File: src/verilog/cmp_pkg.sv
/*
 Constants for the dual comparator control logic: register byte
 offsets, field positions, reset values and bus response codes.
 Assumes a 32-bit AXI4-Lite bus with registers in the low byte.
*/
package cmp_pkg;
    localparam int ADDR_W = 8;
    localparam logic [7:0] OFS_CTRL1 = 8'h00;
    localparam logic [7:0] OFS_CTRL2 = 8'h04;
    localparam logic [7:0] OFS_SHARED = 8'h08;
    localparam logic [7:0] OFS_FLAGS = 8'h0c;
    localparam logic [7:0] OFS_IRQEN = 8'h10;
    localparam logic [7:0] OFS_IRQCTL = 8'h14;
    localparam logic [7:0] OFS_PORT = 8'h18;
    // Fields of each cmp_control_reg
    localparam int EN_BIT = 7;
    localparam int RES_BIT = 6;
    localparam int OE_BIT = 5;
    localparam int POL_BIT = 4;
    localparam int SP_BIT = 3;
    localparam int REF_BIT = 2;
    localparam int CH_LSB = 0;
    localparam logic [7:0] CTRL_RESET = 8'h08;
    localparam logic [7:0] CTRL_WMASK = 8'hbf;
    // shared_cmp_control_reg mirror bits
    localparam int MIRROR1_BIT = 1;
    localparam int MIRROR2_BIT = 0;
    // Flag and enable bits in the peripheral flag/enable registers
    localparam int FLAG1_BIT = 0;
    localparam int FLAG2_BIT = 1;
    localparam logic [1:0] FLAGS_RESET = 2'h0;
    localparam logic [1:0] IRQEN_RESET = 2'h0;
    // irq_control_reg
    localparam int GIE_BIT = 7;
    localparam int PERIPHERAL_IRQ_ENABLE_BIT = 6;
    localparam logic [1:0] IRQCTL_RESET = 2'h0;
    // Port control: direction (1 = input) and data latch
    localparam int DIR_BIT = 0;
    localparam int LATCH_BIT = 1;
    localparam logic [1:0] PORT_RESET = 2'h1;
    localparam logic [1:0] RESP_OKAY = 2'h0;
    localparam logic [1:0] RESP_SLVERR = 2'h2;
endpackage

File: src/verilog/cmp_channel.sv
/*
 One comparator channel: result register with polarity, the two
 mismatch latches and the edge-set interrupt flag.
 Assumes a one-cycle first_quarter_phase pulse per instruction cycle
 and a one-cycle ctrl_access pulse for each read or write of the
 channel's control register.
*/
`timescale 1ns/10ps
module cmp_channel (
    // Clock and reset
    input wire logic aclk,
    input wire logic aresetn,
    // Analog side and controls
    input wire logic raw_compare,
    input wire logic enable,
    input wire logic invert,
    input wire logic first_quarter_phase,
    // Software access
    input wire logic ctrl_access,
    input wire logic flag_write,
    input wire logic flag_wdata,
    // State
    output logic result_ff,
    output logic mismatch,
    output logic irq_flag_ff
);
    import cmp_pkg::*;

    logic nxt_result;
    logic read_latch_ff;
    logic phase_latch_ff;
    logic mismatch_prev_ff;
    logic nxt_flag;

    // Off comparator reads low before polarity, so invert sets the level
    assign nxt_result = (raw_compare & enable) ^ invert;

    always_ff @(posedge aclk) begin
        if (!aresetn) begin
            result_ff <= 1'b0;
        end else if (first_quarter_phase) begin
            result_ff <= nxt_result;
        end
    end

    always_ff @(posedge aclk) begin
        if (!aresetn) begin
            read_latch_ff <= 1'b0;
        end else if (ctrl_access) begin
            read_latch_ff <= result_ff;
        end
    end

    always_ff @(posedge aclk) begin
        if (!aresetn) begin
            phase_latch_ff <= 1'b0;
        end else if (first_quarter_phase) begin
            // Takes what the result takes, so a read between two
            // phases cannot fake a mismatch
            phase_latch_ff <= nxt_result;
        end
    end

    assign mismatch = read_latch_ff ^ phase_latch_ff;

    always_ff @(posedge aclk) begin
        if (!aresetn) begin
            mismatch_prev_ff <= 1'b0;
        end else begin
            mismatch_prev_ff <= mismatch;
        end
    end

    // Edge, not level: a cleared flag stays clear while mismatch lasts
    always_comb begin
        nxt_flag = flag_write ? flag_wdata : irq_flag_ff;
        if (mismatch && !mismatch_prev_ff) begin
            nxt_flag = 1'b1;
        end
    end

    always_ff @(posedge aclk) begin
        if (!aresetn) begin
            irq_flag_ff <= 1'b0;
        end else begin
            irq_flag_ff <= nxt_flag;
        end
    end
endmodule

File: src/verilog/dual_cmp_ctrl.sv
/*
 Two-comparator control, pin priority, mismatch flags and wake logic.
 Assumes inputs synchronous to aclk and raw results as logic levels.
*/
`timescale 1ns/10ps
// What this block does
// - Enable bit turns a comparator on; clear turns it off.
// - Two-bit field picks one of four inverting inputs.
// - Reference bit picks internal reference or pin for plus input.
// - Result drives pin only with output enable, enable, and output dir.
// - Pin: port when no enables, comparator 1, comparator 2 wins.
// - Output enable overrides port latch regardless of comparator enable.
// - Internal result registered once per instruction cycle.
// - Result high when plus input exceeds minus; invert bit flips it.
// - Speed bit resets to 1 normal speed; 0 selects low power.
// - Result readable in own control and shared mirror register.
// - First latch captures result on every control register read.
// - Second latch samples each first phase; XOR gives mismatch.
// - Mismatch holds until a read or the result returns.
// - A control register write also clears the mismatch.
// - Interrupts behave the same whatever the output enable.
// - Flag set on mismatch rising edge, not level.
// - Return after clear raises interrupt; without clear it does not.
// - Software clears flag writing 0; writing 1 sets it.
// - Request needs flag, comparator, peripheral and global enables.
// - Reset returns control registers and comparators to off.
// - In sleep, a flagged enabled change wakes the device.
module dual_cmp_ctrl (
    // Clock and reset
    input wire logic aclk,
    input wire logic aresetn,
    // AXI4-Lite write address
    input wire logic [cmp_pkg::ADDR_W-1:0] awaddr,
    input wire logic [2:0] awprot,
    input wire logic awvalid,
    output logic awready,
    // AXI4-Lite write data
    input wire logic [31:0] wdata,
    input wire logic [3:0] wstrb,
    input wire logic wvalid,
    output logic wready,
    // AXI4-Lite write response
    output logic [1:0] bresp,
    output logic bvalid,
    input wire logic bready,
    // AXI4-Lite read address
    input wire logic [cmp_pkg::ADDR_W-1:0] araddr,
    input wire logic [2:0] arprot,
    input wire logic arvalid,
    output logic arready,
    // AXI4-Lite read data
    output logic [31:0] rdata,
    output logic [1:0] rresp,
    output logic rvalid,
    input wire logic rready,
    // Analog comparator results and timing
    input wire logic raw_compare_1,
    input wire logic raw_compare_2,
    input wire logic first_quarter_phase,
    input wire logic sleep_mode,
    // Analog controls
    output logic [1:0] cmp_enable_bit,
    output logic [1:0] noninv_ref_select,
    output logic [1:0] speed_power_select,
    output logic [1:0] inv_input_select_1,
    output logic [1:0] inv_input_select_2,
    // Shared output pin
    output logic shared_output_pin_ff,
    output logic shared_output_pin_oe_ff,
    // Interrupt and wake
    output logic irq_request_ff,
    output logic wake_ff
);
    import cmp_pkg::*;

    logic [7:0] ctrl1_ff;
    logic [7:0] ctrl2_ff;
    logic [1:0] irq_en_ff;
    logic [1:0] irq_ctl_ff;
    logic [1:0] port_ff;
    logic awready_ff;
    logic wready_ff;
    logic aw_hold_ff;
    logic w_hold_ff;
    logic [ADDR_W-1:0] awaddr_ff;
    logic [7:0] wdata_ff;
    logic wlane_ff;
    logic bvalid_ff;
    logic [1:0] bresp_ff;
    logic arready_ff;
    logic rvalid_ff;
    logic [31:0] rdata_ff;
    logic [1:0] rresp_ff;
    logic do_write;
    logic do_read;
    logic wr_ok;
    logic [1:0] result;
    logic [1:0] mismatch;
    logic [1:0] flags;
    logic [1:0] ctrl_access;
    logic flag_write;
    logic [1:0] pending;
    logic nxt_pin;

    function automatic logic is_mapped(input logic [ADDR_W-1:0] a);
        is_mapped = (a == OFS_CTRL1) || (a == OFS_CTRL2) ||
            (a == OFS_SHARED) || (a == OFS_FLAGS) ||
            (a == OFS_IRQEN) || (a == OFS_IRQCTL) || (a == OFS_PORT);
    endfunction

    // Control register image with the live result in its read-only bit
    function automatic logic [7:0] ctrl_view(input logic [7:0] c,
                                             input logic r);
        ctrl_view = c;
        ctrl_view[RES_BIT] = r;
    endfunction

    assign awready = awready_ff;
    assign wready = wready_ff;
    assign bvalid = bvalid_ff;
    assign bresp = bresp_ff;
    assign arready = arready_ff;
    assign rvalid = rvalid_ff;
    assign rdata = rdata_ff;
    assign rresp = rresp_ff;

    assign cmp_enable_bit = {ctrl2_ff[EN_BIT], ctrl1_ff[EN_BIT]};
    assign noninv_ref_select = {ctrl2_ff[REF_BIT], ctrl1_ff[REF_BIT]};
    assign speed_power_select = {ctrl2_ff[SP_BIT], ctrl1_ff[SP_BIT]};
    assign inv_input_select_1 = ctrl1_ff[CH_LSB+1:CH_LSB];
    assign inv_input_select_2 = ctrl2_ff[CH_LSB+1:CH_LSB];

    // Write channel: address and data are taken in either order
    always_ff @(posedge aclk) begin
        if (!aresetn) begin
            awready_ff <= 1'b0;
        end else if (awvalid && awready_ff) begin
            awready_ff <= 1'b0;
        end else if (!aw_hold_ff && !bvalid_ff) begin
            awready_ff <= 1'b1;
        end
    end
    always_ff @(posedge aclk) begin
        if (!aresetn) begin
            wready_ff <= 1'b0;
        end else if (wvalid && wready_ff) begin
            wready_ff <= 1'b0;
        end else if (!w_hold_ff && !bvalid_ff) begin
            wready_ff <= 1'b1;
        end
    end
    always_ff @(posedge aclk) begin
        if (!aresetn) begin
            aw_hold_ff <= 1'b0;
            awaddr_ff <= '0;
        end else if (awvalid && awready_ff) begin
            aw_hold_ff <= 1'b1;
            awaddr_ff <= awaddr;
        end else if (do_write) begin
            aw_hold_ff <= 1'b0;
        end
    end

    always_ff @(posedge aclk) begin
        if (!aresetn) begin
            w_hold_ff <= 1'b0;
            wdata_ff <= 8'h00;
            wlane_ff <= 1'b0;
        end else if (wvalid && wready_ff) begin
            w_hold_ff <= 1'b1;
            wdata_ff <= wdata[7:0];
            wlane_ff <= wstrb[0];
        end else if (do_write) begin
            w_hold_ff <= 1'b0;
        end
    end

    assign do_write = aw_hold_ff && w_hold_ff && !bvalid_ff;
    assign wr_ok = do_write && wlane_ff;

    always_ff @(posedge aclk) begin
        if (!aresetn) begin
            bvalid_ff <= 1'b0;
            bresp_ff <= RESP_OKAY;
        end else if (do_write) begin
            bvalid_ff <= 1'b1;
            bresp_ff <= is_mapped(awaddr_ff) ? RESP_OKAY : RESP_SLVERR;
        end else if (bready) begin
            bvalid_ff <= 1'b0;
        end
    end

    // Register file; the result bit is never stored
    always_ff @(posedge aclk) begin
        if (!aresetn) begin
            ctrl1_ff <= CTRL_RESET;
        end else if (wr_ok && awaddr_ff == OFS_CTRL1) begin
            ctrl1_ff <= wdata_ff & CTRL_WMASK;
        end
    end
    always_ff @(posedge aclk) begin
        if (!aresetn) begin
            ctrl2_ff <= CTRL_RESET;
        end else if (wr_ok && awaddr_ff == OFS_CTRL2) begin
            ctrl2_ff <= wdata_ff & CTRL_WMASK;
        end
    end
    always_ff @(posedge aclk) begin
        if (!aresetn) begin
            irq_en_ff <= IRQEN_RESET;
        end else if (wr_ok && awaddr_ff == OFS_IRQEN) begin
            irq_en_ff <= {wdata_ff[FLAG2_BIT], wdata_ff[FLAG1_BIT]};
        end
    end
    always_ff @(posedge aclk) begin
        if (!aresetn) begin
            irq_ctl_ff <= IRQCTL_RESET;
        end else if (wr_ok && awaddr_ff == OFS_IRQCTL) begin
            irq_ctl_ff <= {wdata_ff[GIE_BIT], wdata_ff[PERIPHERAL_IRQ_ENABLE_BIT]};
        end
    end
    always_ff @(posedge aclk) begin
        if (!aresetn) begin
            port_ff <= PORT_RESET;
        end else if (wr_ok && awaddr_ff == OFS_PORT) begin
            port_ff <= {wdata_ff[LATCH_BIT], wdata_ff[DIR_BIT]};
        end
    end

    // Read channel: one read at a time, data registered
    assign do_read = arvalid && arready_ff;

    always_ff @(posedge aclk) begin
        if (!aresetn) begin
            arready_ff <= 1'b0;
        end else if (do_read) begin
            arready_ff <= 1'b0;
        end else if (!rvalid_ff) begin
            arready_ff <= 1'b1;
        end
    end

    always_ff @(posedge aclk) begin
        if (!aresetn) begin
            rvalid_ff <= 1'b0;
            rresp_ff <= RESP_OKAY;
            rdata_ff <= 32'h0000_0000;
        end else if (do_read) begin
            rvalid_ff <= 1'b1;
            rresp_ff <= is_mapped(araddr) ? RESP_OKAY : RESP_SLVERR;
            rdata_ff <= 32'h0000_0000;
            case (araddr)
                OFS_CTRL1: rdata_ff[7:0] <= ctrl_view(ctrl1_ff, result[0]);
                OFS_CTRL2: rdata_ff[7:0] <= ctrl_view(ctrl2_ff, result[1]);
                OFS_SHARED: rdata_ff[MIRROR1_BIT:MIRROR2_BIT] <=
                    {result[0], result[1]};
                OFS_FLAGS: rdata_ff[FLAG2_BIT:FLAG1_BIT] <= flags;
                OFS_IRQEN: rdata_ff[FLAG2_BIT:FLAG1_BIT] <= irq_en_ff;
                OFS_IRQCTL: rdata_ff[GIE_BIT:PERIPHERAL_IRQ_ENABLE_BIT] <= irq_ctl_ff;
                OFS_PORT: rdata_ff[LATCH_BIT:DIR_BIT] <= port_ff;
                default: rdata_ff <= 32'h0000_0000;
            endcase
        end else if (rready) begin
            rvalid_ff <= 1'b0;
        end
    end

    // Any access reloads the read latch, since a write reads first
    assign ctrl_access[0] = (do_read && araddr == OFS_CTRL1) ||
        (do_write && awaddr_ff == OFS_CTRL1);
    assign ctrl_access[1] = (do_read && araddr == OFS_CTRL2) ||
        (do_write && awaddr_ff == OFS_CTRL2);
    assign flag_write = wr_ok && awaddr_ff == OFS_FLAGS;

    // Independent channels; the output enable plays no part here
    cmp_channel chan1 (
        .aclk(aclk), .aresetn(aresetn), .raw_compare(raw_compare_1),
        .enable(ctrl1_ff[EN_BIT]), .invert(ctrl1_ff[POL_BIT]),
        .first_quarter_phase(first_quarter_phase),
        .ctrl_access(ctrl_access[0]), .flag_write(flag_write),
        .flag_wdata(wdata_ff[FLAG1_BIT]), .result_ff(result[0]),
        .mismatch(mismatch[0]), .irq_flag_ff(flags[0])
    );
    cmp_channel chan2 (
        .aclk(aclk), .aresetn(aresetn), .raw_compare(raw_compare_2),
        .enable(ctrl2_ff[EN_BIT]), .invert(ctrl2_ff[POL_BIT]),
        .first_quarter_phase(first_quarter_phase),
        .ctrl_access(ctrl_access[1]), .flag_write(flag_write),
        .flag_wdata(wdata_ff[FLAG2_BIT]), .result_ff(result[1]),
        .mismatch(mismatch[1]), .irq_flag_ff(flags[1])
    );

    // Pin mux: comparator 2 has priority; a disabled one drives low
    always_comb begin
        if (ctrl2_ff[OE_BIT]) begin
            nxt_pin = ctrl2_ff[EN_BIT] & result[1];
        end else if (ctrl1_ff[OE_BIT]) begin
            nxt_pin = ctrl1_ff[EN_BIT] & result[0];
        end else begin
            nxt_pin = port_ff[LATCH_BIT];
        end
    end

    always_ff @(posedge aclk) begin
        if (!aresetn) begin
            shared_output_pin_ff <= 1'b0;
            shared_output_pin_oe_ff <= 1'b0;
        end else begin
            shared_output_pin_ff <= nxt_pin;
            shared_output_pin_oe_ff <= !port_ff[DIR_BIT];
        end
    end

    assign pending = flags & irq_en_ff;

    // Flags still set with enables clear; only the request and wake are gated
    always_ff @(posedge aclk) begin
        if (!aresetn) begin
            irq_request_ff <= 1'b0;
            wake_ff <= 1'b0;
        end else begin
            irq_request_ff <= (|pending) & irq_ctl_ff[0] &
                irq_ctl_ff[1];
            wake_ff <= (|pending) & irq_ctl_ff[0] & sleep_mode;
        end
    end
endmodule
File: config.mk
export PLATFORM = sky130hd
export DESIGN_NAME = dual_cmp_ctrl
export DESIGN_NICKNAME = d
export VERILOG_FILES = /design/src/verilog/cmp_pkg.sv /design/src/verilog/cmp_channel.sv /design/src/verilog/dual_cmp_ctrl.sv
export SDC_FILE = /design/constraint.sdc
export NUM_CORES = 1
export LEC_CHECK = 0
export BUFFER_PORTS_ARGS = -buffer_cell sky130_fd_sc_hd__buf_2
export CAP_MARGIN = 20
export CORE_ASPECT_RATIO = 0.9
export CORE_MARGIN = 5
export CORE_UTILIZATION = 43
export CTS_BUF_LIST = sky130_fd_sc_hd__clkbuf_4 sky130_fd_sc_hd__clkbuf_8 sky130_fd_sc_hd__clkbuf_16
export DETAILED_ROUTE_END_ITERATION = 8
export HOLD_SLACK_MARGIN = 0.08
export PLACE_DENSITY = 0.74
export SLEW_MARGIN = 5
export SYNTH_ARGS = -nofsm -noshare
export SYNTH_HDL_FRONTEND = slang
export SYNTH_SLANG_ARGS = --single-unit
File: constraint.sdc
create_clock -name aclk -period 1.6 [get_ports aclk]
set_input_delay 0 -clock aclk [delete_from_list [all_inputs] [get_ports aclk]]
set_output_delay 0 -clock aclk [all_outputs]
set_load 0.005 [all_outputs]
==> flow_summary.ini, run 1 <==
[status]
run_status = complete, but fails checks
violated_checks = setup timing

[yosys]
cell_area_after_synthesis_mm2 = 0.003050
synth_seq_area_share = 0.4331
synth_most_common_cell = sky130_fd_sc_hd__dfxtp_1
synth-async-reset-ratio = 0
dominant_cells_by_area_after_synthesis = sky130_fd_sc_hd__dfxtp_1 (43%), sky130_fd_sc_hd__buf_4 (8.9%), sky130_fd_sc_hd__mux2i_1 (6.2%)
yosysTopAreaCell = sky130_fd_sc_hd__dfxtp_1
synthCells = 362
synth_edf_count = 0
avgSynthCellArea_um2 = 8.427
post_synth_most_frequent_cells = sky130_fd_sc_hd__dfxtp_1 (66), sky130_fd_sc_hd__nand2_1 (48), sky130_fd_sc_hd__buf_4 (36), sky130_fd_sc_hd__a21oi_1 (32), sky130_fd_sc_hd__nand3_1 (26)
synth-main-ff-cell = sky130_fd_sc_hd__dfxtp_1
synth_seq_cells = 66
netlist.area_leader.share = 0.4331
synth.distinct_cells = 41
synth_warnings = 0

[clock_tree]
clk-insertion-delay-late_ns = 0.34
cts_buffer_depth = 2
path_clk_slew_ns = 0.07
htreeDepth = 3
clock_tree_from_tritoncts = built
cts_sinks = 66
tritoncts.num_buffers = 9
ctsRootBufferMaster = sky130_fd_sc_hd__clkbuf_8

[timing]
setup_slack_ns = -0.05123
finalSetupTns_ns = -0.05123
slew_viol_final = 0
max_clock_freq_ghz = 0.6056
finalSetupViolCount = 1
period_minus_slack_ns = 1.651
worst_hold_margin_ns = 0.09265
fin_skew_ns = 0.007016
setup_repair_after_global_routing_missed_its_margin = true
hold_vio_cnt_final = 0
layout_worst_path_cycle_share = 1.032

[critical_path]
start_to_end_type_of_the_worst_setup_path = flip-flop to flip-flop
timing.critical_path.to_type = flip-flop
crit_path_top_delay_cell = sky130_fd_sc_hd__or4_4
timing.critical_path.fanout_max = 3
critical_path_cell_list = or4_4 > nor4_4 > mux2i_1 > a21oi_1
critPathRequiredTime_ns = 1.81
critical_path.top_delay_family = simple AND/OR/NAND/NOR gates
critPathArrivalTime_ns = 1.87
critPathBufInv = 0
critPathMaxStageDelay_ns = 0.58
worstSetupStartpointType = flip-flop

[global_routing]
global_route.overflow_total = 0
grt_pass1_vias = 2561
first_pass_grt_wire_length_um = 12380
grt_util_overall = 0.1720
grt_start_max_net_pins = 40
grt_antenna_before_repair = 0

[routing]
via_per_inst = 4.888
drt_iter0_drc = 111
postRouteAntennaNets = 0
wire_per_inst_um = 13.31
drt-pass1-iter-count = 4
via_count = 2762
drcViolationCount = 0
drt-total-wl_um = 7522

[die]
floorplan.die.width_um = 98.78
core.rowCount = 29
io_pins = 124
die_height_um = 89.91
design.core.area_mm2 = 0.006967
fp.dieArea_mm2 = 0.008881
initial_standard_cell_utilization_of_the_core = 0.4379

[hold_path]
min_path_type = input port to flip-flop

[final_layout]
diode_insertion_count_for_antenna_repair = 0
stdcell_area_mm2 = 0.004064
n_fill_cell = 610
flow.area_growth_from_synthesis_pct = 33.22
final_util = 0.5833
layout.cells.non_filler = 565
layout-drive-gt1-share = 0.2436
final_nets = 536

[power]
power_mw = 3.745
power.static_leakage_nw = 1.694
max-vdd-ir-drop_mv = 0.5324
power_per_cell_area_mw_per_mm2 = 921.5

[placed_design]
placed_cell_area_mm2 = 0.003388
pre_cts_setup_slack_ns = -0.1141
quantity_of_i_o_buffers_inserted_on_ports = 64
placed_cells = 510
gp_congestion = 0.8587
place.detailed.hpwl_um = 5209

[job]
max-cap-violations = 0
==> report_power, final <==
group          leakage, nW  switching [mW]  internal [mW]
Combinational         1.04           0.205          0.199
Clock                0.120           0.623          0.980
Sequential           0.536          0.0454           1.69
==> cell usage in the layout (no fill, tap or decap), drive strengths merged, types with 4 or more instances in the layout <==
master        n
a21oi        32
a31oi         5
and2         11
buf          83
clkbuf       13
conb         26
dfxtp        66
dlygate4sd3  38
inv           8
mux2i        19
nand2        48
nand2b        5
nand3        26
nor2         17
nor2b         4
nor4          5
o21ai        24
or4           4
xor2          4
==> cells by family (layout without fill, tap and decap cells) <==
family / count (synthesis) / in the layout / synth area share
xor gates and xnor gates: 4 / 4 / 0.01148
other: 1 / 26 / 0.001229
DFF: 66 / 66 / 0.4331
muxes: 19 / 19 / 0.06235
buffers and inverters: 61 / 146 / 0.1218
and+or+nand+nor: 140 / 140 / 0.2408
AOI/OAI and AO/OA: 71 / 71 / 0.1292
==> final cells by class <==
cell class / instances / area (um^2) / share of cell area
clock buffers: 12 / 158.9 / 0.03910
flip-flops and latches: 66 / 1323 / 0.3254
inverters: 8 / 30.03 / 0.007389
clock inverters: 4 / 73.82 / 0.01817
well taps: 93 / 116.4 / 0.02863
repair buffers: 122 / 864.6 / 0.2127
multi-input cells: 260 / 1498 / 0.3685
==> state kept, by name, indices dropped and copies added, names as in the netlist, 2 cells and up <==
signal and flops:
wdata_ff 8, ctrl1_ff 7, ctrl2_ff 7, irq_en_ff 2, awaddr_ff 8, port_ff 2
irq_ctl_ff 2, rdata 8
==> what timing repair did <==
item / 4_1_cts / 5_1_grt
gates resized for setup: 4 / 9
endpoints found under the setup margin: 10 / 11
hold buffers: 38 / 2
hold endpoints to repair: 39 / 2
buffers inserted: 0 / 1
pin swaps: 2 / 3
==> routing by layer <==
metal  vias up  wire length (um)  track usage
met3         7               526      0.04102
li1       1401                 -            -
met2        87              3468       0.2645
met5         -                 0            0
met4         0                84      0.06485
met1      1267              3442       0.2334
==> final timing paths <==
kind	start	end	slack, ns	cells after the start
setup / recovery	awaddr_ff[0]	chan1.irq_flag_ff	-0.05	4
hold / removal	araddr[3]	rdata[0]	0.09	4
setup reg to reg	awaddr_ff[0]	chan1.irq_flag_ff	-0.05	4
hold reg to reg	wdata_ff[4]	wdata_ff[4]	0.46	2
==> worst register-to-register path: stages, from the launching register on <==
cell                      delay (ns)
sky130_fd_sc_hd__dfxtp_1        0.32
sky130_fd_sc_hd__or4_4          0.58
sky130_fd_sc_hd__nor4_4         0.29
sky130_fd_sc_hd__mux2i_1        0.25
sky130_fd_sc_hd__a21oi_1        0.09
No activity file was read; power rests on OpenSTA's default activity.
==> run 2, diff against run 1 <==
--- a/config.mk
+++ b/config.mk
@@ -8,7 +8,6 @@
 export BUFFER_PORTS_ARGS = -buffer_cell sky130_fd_sc_hd__buf_2
 export CAP_MARGIN = 20
 export CORE_ASPECT_RATIO = 0.9
-export CORE_MARGIN = 5
 export CORE_UTILIZATION = 43
 export CTS_BUF_LIST = sky130_fd_sc_hd__clkbuf_4 sky130_fd_sc_hd__clkbuf_8 sky130_fd_sc_hd__clkbuf_16
 export DETAILED_ROUTE_END_ITERATION = 8
==> run 2 against run 1 <==
  * The flow now finishes without violations
  * Flip-flop and latch count is the same
  * Critical path depth is the same
  * Via count grew 1.0%
  * Die area shrank 16%
  * Wire length shrank 0.56%
  * Sequential power is essentially flat
  * Highest routed layer unchanged
==> flow_summary.ini, run 2 (same netlist as run 1, synthesis figures left out) <==
[timing]
hold_vio_cnt_final = 0
finalSetupViolCount = 0
fin_skew_ns = 0.01263
setup_repair_after_global_routing_missed_its_margin = true
period_minus_slack_ns = 1.570
layout_worst_path_cycle_share = 0.9813
max_clock_freq_ghz = 0.6369
worst_hold_margin_ns = 0.09846
slew_viol_final = 0
finalSetupTns_ns = 0

[routing]
via_count = 2791
wire_per_inst_um = 13.29
drt-met1-wl_um = 3440
wl_met3_um = 469
drt-pass1-iter-count = 4
postRouteAntennaNets = 0
drt-total-wl_um = 7480
drt_iter0_drc = 156
met2_wirelength_um = 3493
drcViolationCount = 0
top_layer_used = met4
via_per_inst = 4.957

[final_layout]
layout-drive-gt1-share = 0.2431
flow.area_growth_from_synthesis_pct = 32.16
final_nets = 537
diode_insertion_count_for_antenna_repair = 0
final_common_cell = sky130_fd_sc_hd__buf_2
final_util = 0.5993
most-common-layout-cells = sky130_fd_sc_hd__buf_2 (65), sky130_fd_sc_hd__dfxtp_1 (63), sky130_fd_sc_hd__nand2_1 (48), sky130_fd_sc_hd__dlygate4sd3_1 (38), sky130_fd_sc_hd__a21oi_1 (32)

[die]
design.core.area_mm2 = 0.006726
floorplan.die.width_um = 90.78
core.rowCount = 28
io_pins = 124
initial_standard_cell_utilization_of_the_core = 0.4535
fp.dieArea_mm2 = 0.007435
die_height_um = 81.91

[power]
power.static_leakage_nw = 1.681
power_mw = 3.547
power_per_cell_area_mw_per_mm2 = 879.9
max-vdd-ir-drop_mv = 0.7098

[hold_path]
worst_hold_path.endpoint = rdata[0]
hold_path.startpoint = araddr[0]
min_path_type = input port to flip-flop
hold-path-cell-count = 4

[critical_path]
crit_path_top_delay_cell = sky130_fd_sc_hd__or4_4
timing.critical_path.to_type = flip-flop
worstSetupStartpointType = flip-flop
setup.reg_to_reg.worst_slack_ns = 0.03
critical_path_cell_list = or4_4 > nor4_4 > mux2i_1 > a21oi_1
critPathRequiredTime_ns = 1.83
critPathArrivalTime_ns = 1.80
critPathMaxStageDelay_ns = 0.58
start_to_end_type_of_the_worst_setup_path = flip-flop to flip-flop
rr_endpoint = chan1.irq_flag_ff
r2r_cells = 4
timing.critical_path.fanout_max = 3
worstReg2RegStart = awaddr_ff[5]

[clock_tree]
htreeDepth = 3
clock_tree_from_tritoncts = built
cts_buffer_depth = 2
path_clk_slew_ns = 0.07
clk-insertion-delay-late_ns = 0.35
tritoncts.num_buffers = 9
ctsRootBufferMaster = sky130_fd_sc_hd__clkbuf_8
cts_sinks = 66

[placed_design]
quantity_of_i_o_buffers_inserted_on_ports = 64
place.detailed.hpwl_um = 5009
gp_congestion = 0.7977

[global_routing]
global_route.overflow_total = 0
first_pass_grt_wire_length_um = 12010
grt_util_overall = 0.2082
grt_start_max_net_pins = 32
grt_pass1_vias = 2532
grt_antenna_before_repair = 0

[job]
max-cap-violations = 0

[status]
run_status = completed
==> run 2: critical path, delay by kind of cell (launching register included) <==
family | cells | cell delay [ns]
flip-flops | 1 | 0.32
multiplexers | 1 | 0.24
AO/OA/AOI/OAI | 1 | 0.09
AND/OR/NAND/NOR | 2 | 0.81
==> run 2: worst max path at each step <==
| stage | startpoint | to | slack, ns | cells past startpoint |
|---|---|---|---|---|
| after detailed placement | awaddr_ff[5] | port_ff[0] | -0.08 | 5 |
| after global placement | awaddr_ff[5] | port_ff[0] | -0.06 | 5 |
| after global routing | awaddr_ff[5] | ctrl2_ff[3] | -0.05 | 7 |
| after floorplan | awaddr_ff[5] | chan1.irq_flag_ff | -0.03 | 4 |
| final | awaddr_ff[5] | chan1.irq_flag_ff | 0.03 | 4 |
| after CTS | awaddr_ff[5] | chan1.irq_flag_ff | 0.01 | 4 |
==> run 2: per-stage QoR <==
step           cells  instance area, um^2  setup WS, ns
2_1_floorplan    387                 3151      -0.02738
3_3_place_gp     507                 3385      -0.05639
3_5_place_dp     507                 3385      -0.08197
4_1_cts          562                 4005       0.01168
5_1_grt          563                 4031      -0.04992
6_report         563                 4031       0.02997
==> run 2: metal layers <==
layer	global-route usage	vias up
met3	0.06574	8
met2	0.3545	110
met1	0.2527	1272
li1	-	1401
met5	0	-
met4	0.06825	0
==> run 2: area by class of cell <==
| cell class | instances | area, um^2 |
|---|---|---|
| clock inverter | 7 | 76.32 |
| sequential | 66 | 1325 |
| fill | 616 | 2695 |
| tap | 90 | 112.6 |
| multi-input combinational | 260 | 1496 |
| clock buffer | 9 | 123.9 |
| inverter | 8 | 30.03 |
| timing repair buffer | 123 | 867.1 |
==> run 2: what timing repair did <==
item	in CTS	in global routing
gates resized for setup	4	7
hold buffers	39	0
pin swaps	2	6
endpoints found under the setup margin	4	8
setup buffers	0	1
endpoints found under the hold margin	29	0
cloned	0	1
==> run 2: where the power goes <==
| group | total (mW) | switching [mW] | leakage, nW | internal (mW) |
|---|---|---|---|---|
| logic | 0.403 | 0.204 | 1.05 | 0.199 |
| registers | 1.74 | 0.0473 | 0.537 | 1.69 |
| clock network | 1.40 | 0.676 | 0.0962 | 0.729 |
| total | 3.55 | 0.928 | 1.68 | 2.62 |
==> run 3, diff against run 2 <==
--- a/config.mk
+++ b/config.mk
@@ -12,6 +12,7 @@
 export CTS_BUF_LIST = sky130_fd_sc_hd__clkbuf_4 sky130_fd_sc_hd__clkbuf_8 sky130_fd_sc_hd__clkbuf_16
 export DETAILED_ROUTE_END_ITERATION = 8
 export HOLD_SLACK_MARGIN = 0.08
+export MAX_ROUTING_LAYER = met4
 export PLACE_DENSITY = 0.74
 export SLEW_MARGIN = 5
 export SYNTH_ARGS = -nofsm -noshare
==> run 3 against run 2 <==
  * Power down 0.14%
  * Flip-flop and latch count unchanged
  * Critical path depth unchanged
  * Maximum frequency down 0.19%
  * Critical path type unchanged
  * Critical endpoint unchanged
  * Largest cell class unchanged
==> flow_summary.ini, run 3 (same netlist as run 1, synthesis figures left out) <==
[status]
run_status = completed

[die]
floorplan.die.width_um = 90.78
design.core.area_mm2 = 0.006726
io_pins = 124
core.rowCount = 28
die_height_um = 81.91
initial_standard_cell_utilization_of_the_core = 0.4535
fp.dieArea_mm2 = 0.007435

[critical_path]
critical_path_cell_list = or4_4 > nor4_4 > mux2i_1 > a21oi_1
crit_path_top_delay_cell = sky130_fd_sc_hd__or4_4
critPathRequiredTime_ns = 1.83
timing.critical_path.fanout_max = 3
critPathArrivalTime_ns = 1.80
worstSetupStartpointType = flip-flop
critPathMaxStageDelay_ns = 0.58
start_to_end_type_of_the_worst_setup_path = flip-flop to flip-flop
timing.critical_path.to_type = flip-flop

[final_layout]
flow.area_growth_from_synthesis_pct = 32.16
final_nets = 537
diode_insertion_count_for_antenna_repair = 0
most-common-layout-cells = sky130_fd_sc_hd__buf_2 (65), sky130_fd_sc_hd__dfxtp_1 (63), sky130_fd_sc_hd__nand2_1 (48), sky130_fd_sc_hd__dlygate4sd3_1 (38), sky130_fd_sc_hd__a21oi_1 (32)
final_util = 0.5993
final_common_cell = sky130_fd_sc_hd__buf_2
n_fill_cell = 616
layout-drive-gt1-share = 0.2431

[power]
relative_contribution_of_the_clock_network_to_total_power = 0.395
power.static_leakage_nw = 1.681
max-vdd-ir-drop_mv = 0.7051
switchingPower_mw = 0.9226
power_per_cell_area_mw_per_mm2 = 878.7
p_comb_frac = 0.114
seq_power_share = 0.491
intPower_mw = 2.620
netSwitchingFraction = 0.2604

[clock_tree]
tritoncts.num_buffers = 9
ctsRootBufferMaster = sky130_fd_sc_hd__clkbuf_8
clock_tree_from_tritoncts = built
cts_buffer_depth = 2
clk-insertion-delay-late_ns = 0.35
cts_sinks = 66
path_clk_slew_ns = 0.07
htreeDepth = 3

[timing]
setup_slack_ns = 0.02696
period_minus_slack_ns = 1.573
slew_viol_final = 0
fin_skew_ns = 0.009780
layout_worst_path_cycle_share = 0.9831
hold_vio_cnt_final = 0
finalSetupViolCount = 0
max_clock_freq_ghz = 0.6357
setup_repair_after_global_routing_missed_its_margin = true

[global_routing]
grt.busiest_layer = met2
grt_util_met3 = 0.06574
grt_pass1_vias = 2537
grt_start_max_net_pins = 32
globalRouteMet1Util = 0.2521
first_pass_grt_wire_length_um = 12000
grt_antenna_before_repair = 0
groute.layer.met2.usage = 0.3553
global_route.overflow_total = 0
grt_util_overall = 0.2144

[hold_path]
min_path_type = input port to flip-flop

[placed_design]
place.detailed.hpwl_um = 5009
pre_cts_setup_slack_ns = -0.08197
gp_congestion = 0.8091
quantity_of_i_o_buffers_inserted_on_ports = 64

[routing]
via_count = 2775
postRouteAntennaNets = 0
via_per_inst = 4.929
drt-total-wl_um = 7465
drcViolationCount = 0
wire_per_inst_um = 13.26
drt_iter0_drc = 146
drt-pass1-iter-count = 4

[job]
max-cap-violations = 0
==> run 3: critical path, delay by kind of cell (launching register included) <==
kind             cells  cell delay (ns)
AO/OA/AOI/OAI        1             0.09
multiplexers         1             0.25
AND/OR/NAND/NOR      2             0.81
flip-flops           1             0.32
==> run 3: per-layer routing <==
| metal | up-vias | share of wire |
|---|---|---|
| li1 | 1404 | - |
| met1 | 1267 | 0.46 |
| met2 | 100 | 0.47 |
| met3 | 4 | 0.062 |
| met4 | 0 | 0.0039 |
| met5 | - | 0 |
==> run 3: final timing paths <==
path                startpoint                end  slack [ns]  depth (start not counted)
hold / removal       araddr[0]           rdata[0]         0.1                          4
setup / recovery  awaddr_ff[5]  chan1.irq_flag_ff        0.03                          4
setup reg to reg  awaddr_ff[5]  chan1.irq_flag_ff        0.03                          4
hold reg to reg    wdata_ff[5]        wdata_ff[5]        0.46                          2
==> run 3: cell type report <==
type | instances | area (um^2) | area share
Inverter | 8 | 30.03 | 0.007449
Clock buffer | 9 | 123.9 | 0.03073
Clock inverter | 7 | 76.32 | 0.01893
Timing Repair Buffer | 123 | 867.1 | 0.2151
Multi-Input combinational cell | 260 | 1496 | 0.3712
Tap cell | 90 | 112.6 | 0.02793
Sequential cell | 66 | 1325 | 0.3287
==> run 3: repair_timing <==
item | 4_1_cts | 5_1_grt
pin swaps | 2 | 6
hold buffers | 39 | 0
gates resized for setup | 4 | 7
gates cloned | 0 | 1
setup endpoints to repair | 4 | 8
endpoints found under the hold margin | 29 | 0
buffers inserted | 0 | 1
==> run 3: per-stage QoR <==
step	cell area, um^2	hold WS, ns	power (mW)	TNS (ns)	instances
floorplan	3151	0.09561	1.997	-0.06174	387
global placement	3385	0.1998	2.078	-0.1894	507
detailed placement	3385	0.2022	2.086	-0.2672	507
CTS	4005	0.1047	3.557	0	562
global route	4031	0.1101	3.714	-0.1588	563
finish	4031	0.09925	3.542	0	563
==> run 3: power groups by stage <==
stage | Sequential [mW] | Clock (mW) | Combinational (mW)
floorplan | 1.77 | 0 | 0.231
global placement | 1.77 | 0 | 0.308
detailed placement | 1.77 | 0 | 0.314
CTS | 1.74 | 1.43 | 0.393
global route | 1.75 | 1.52 | 0.448
finish | 1.74 | 1.40 | 0.403
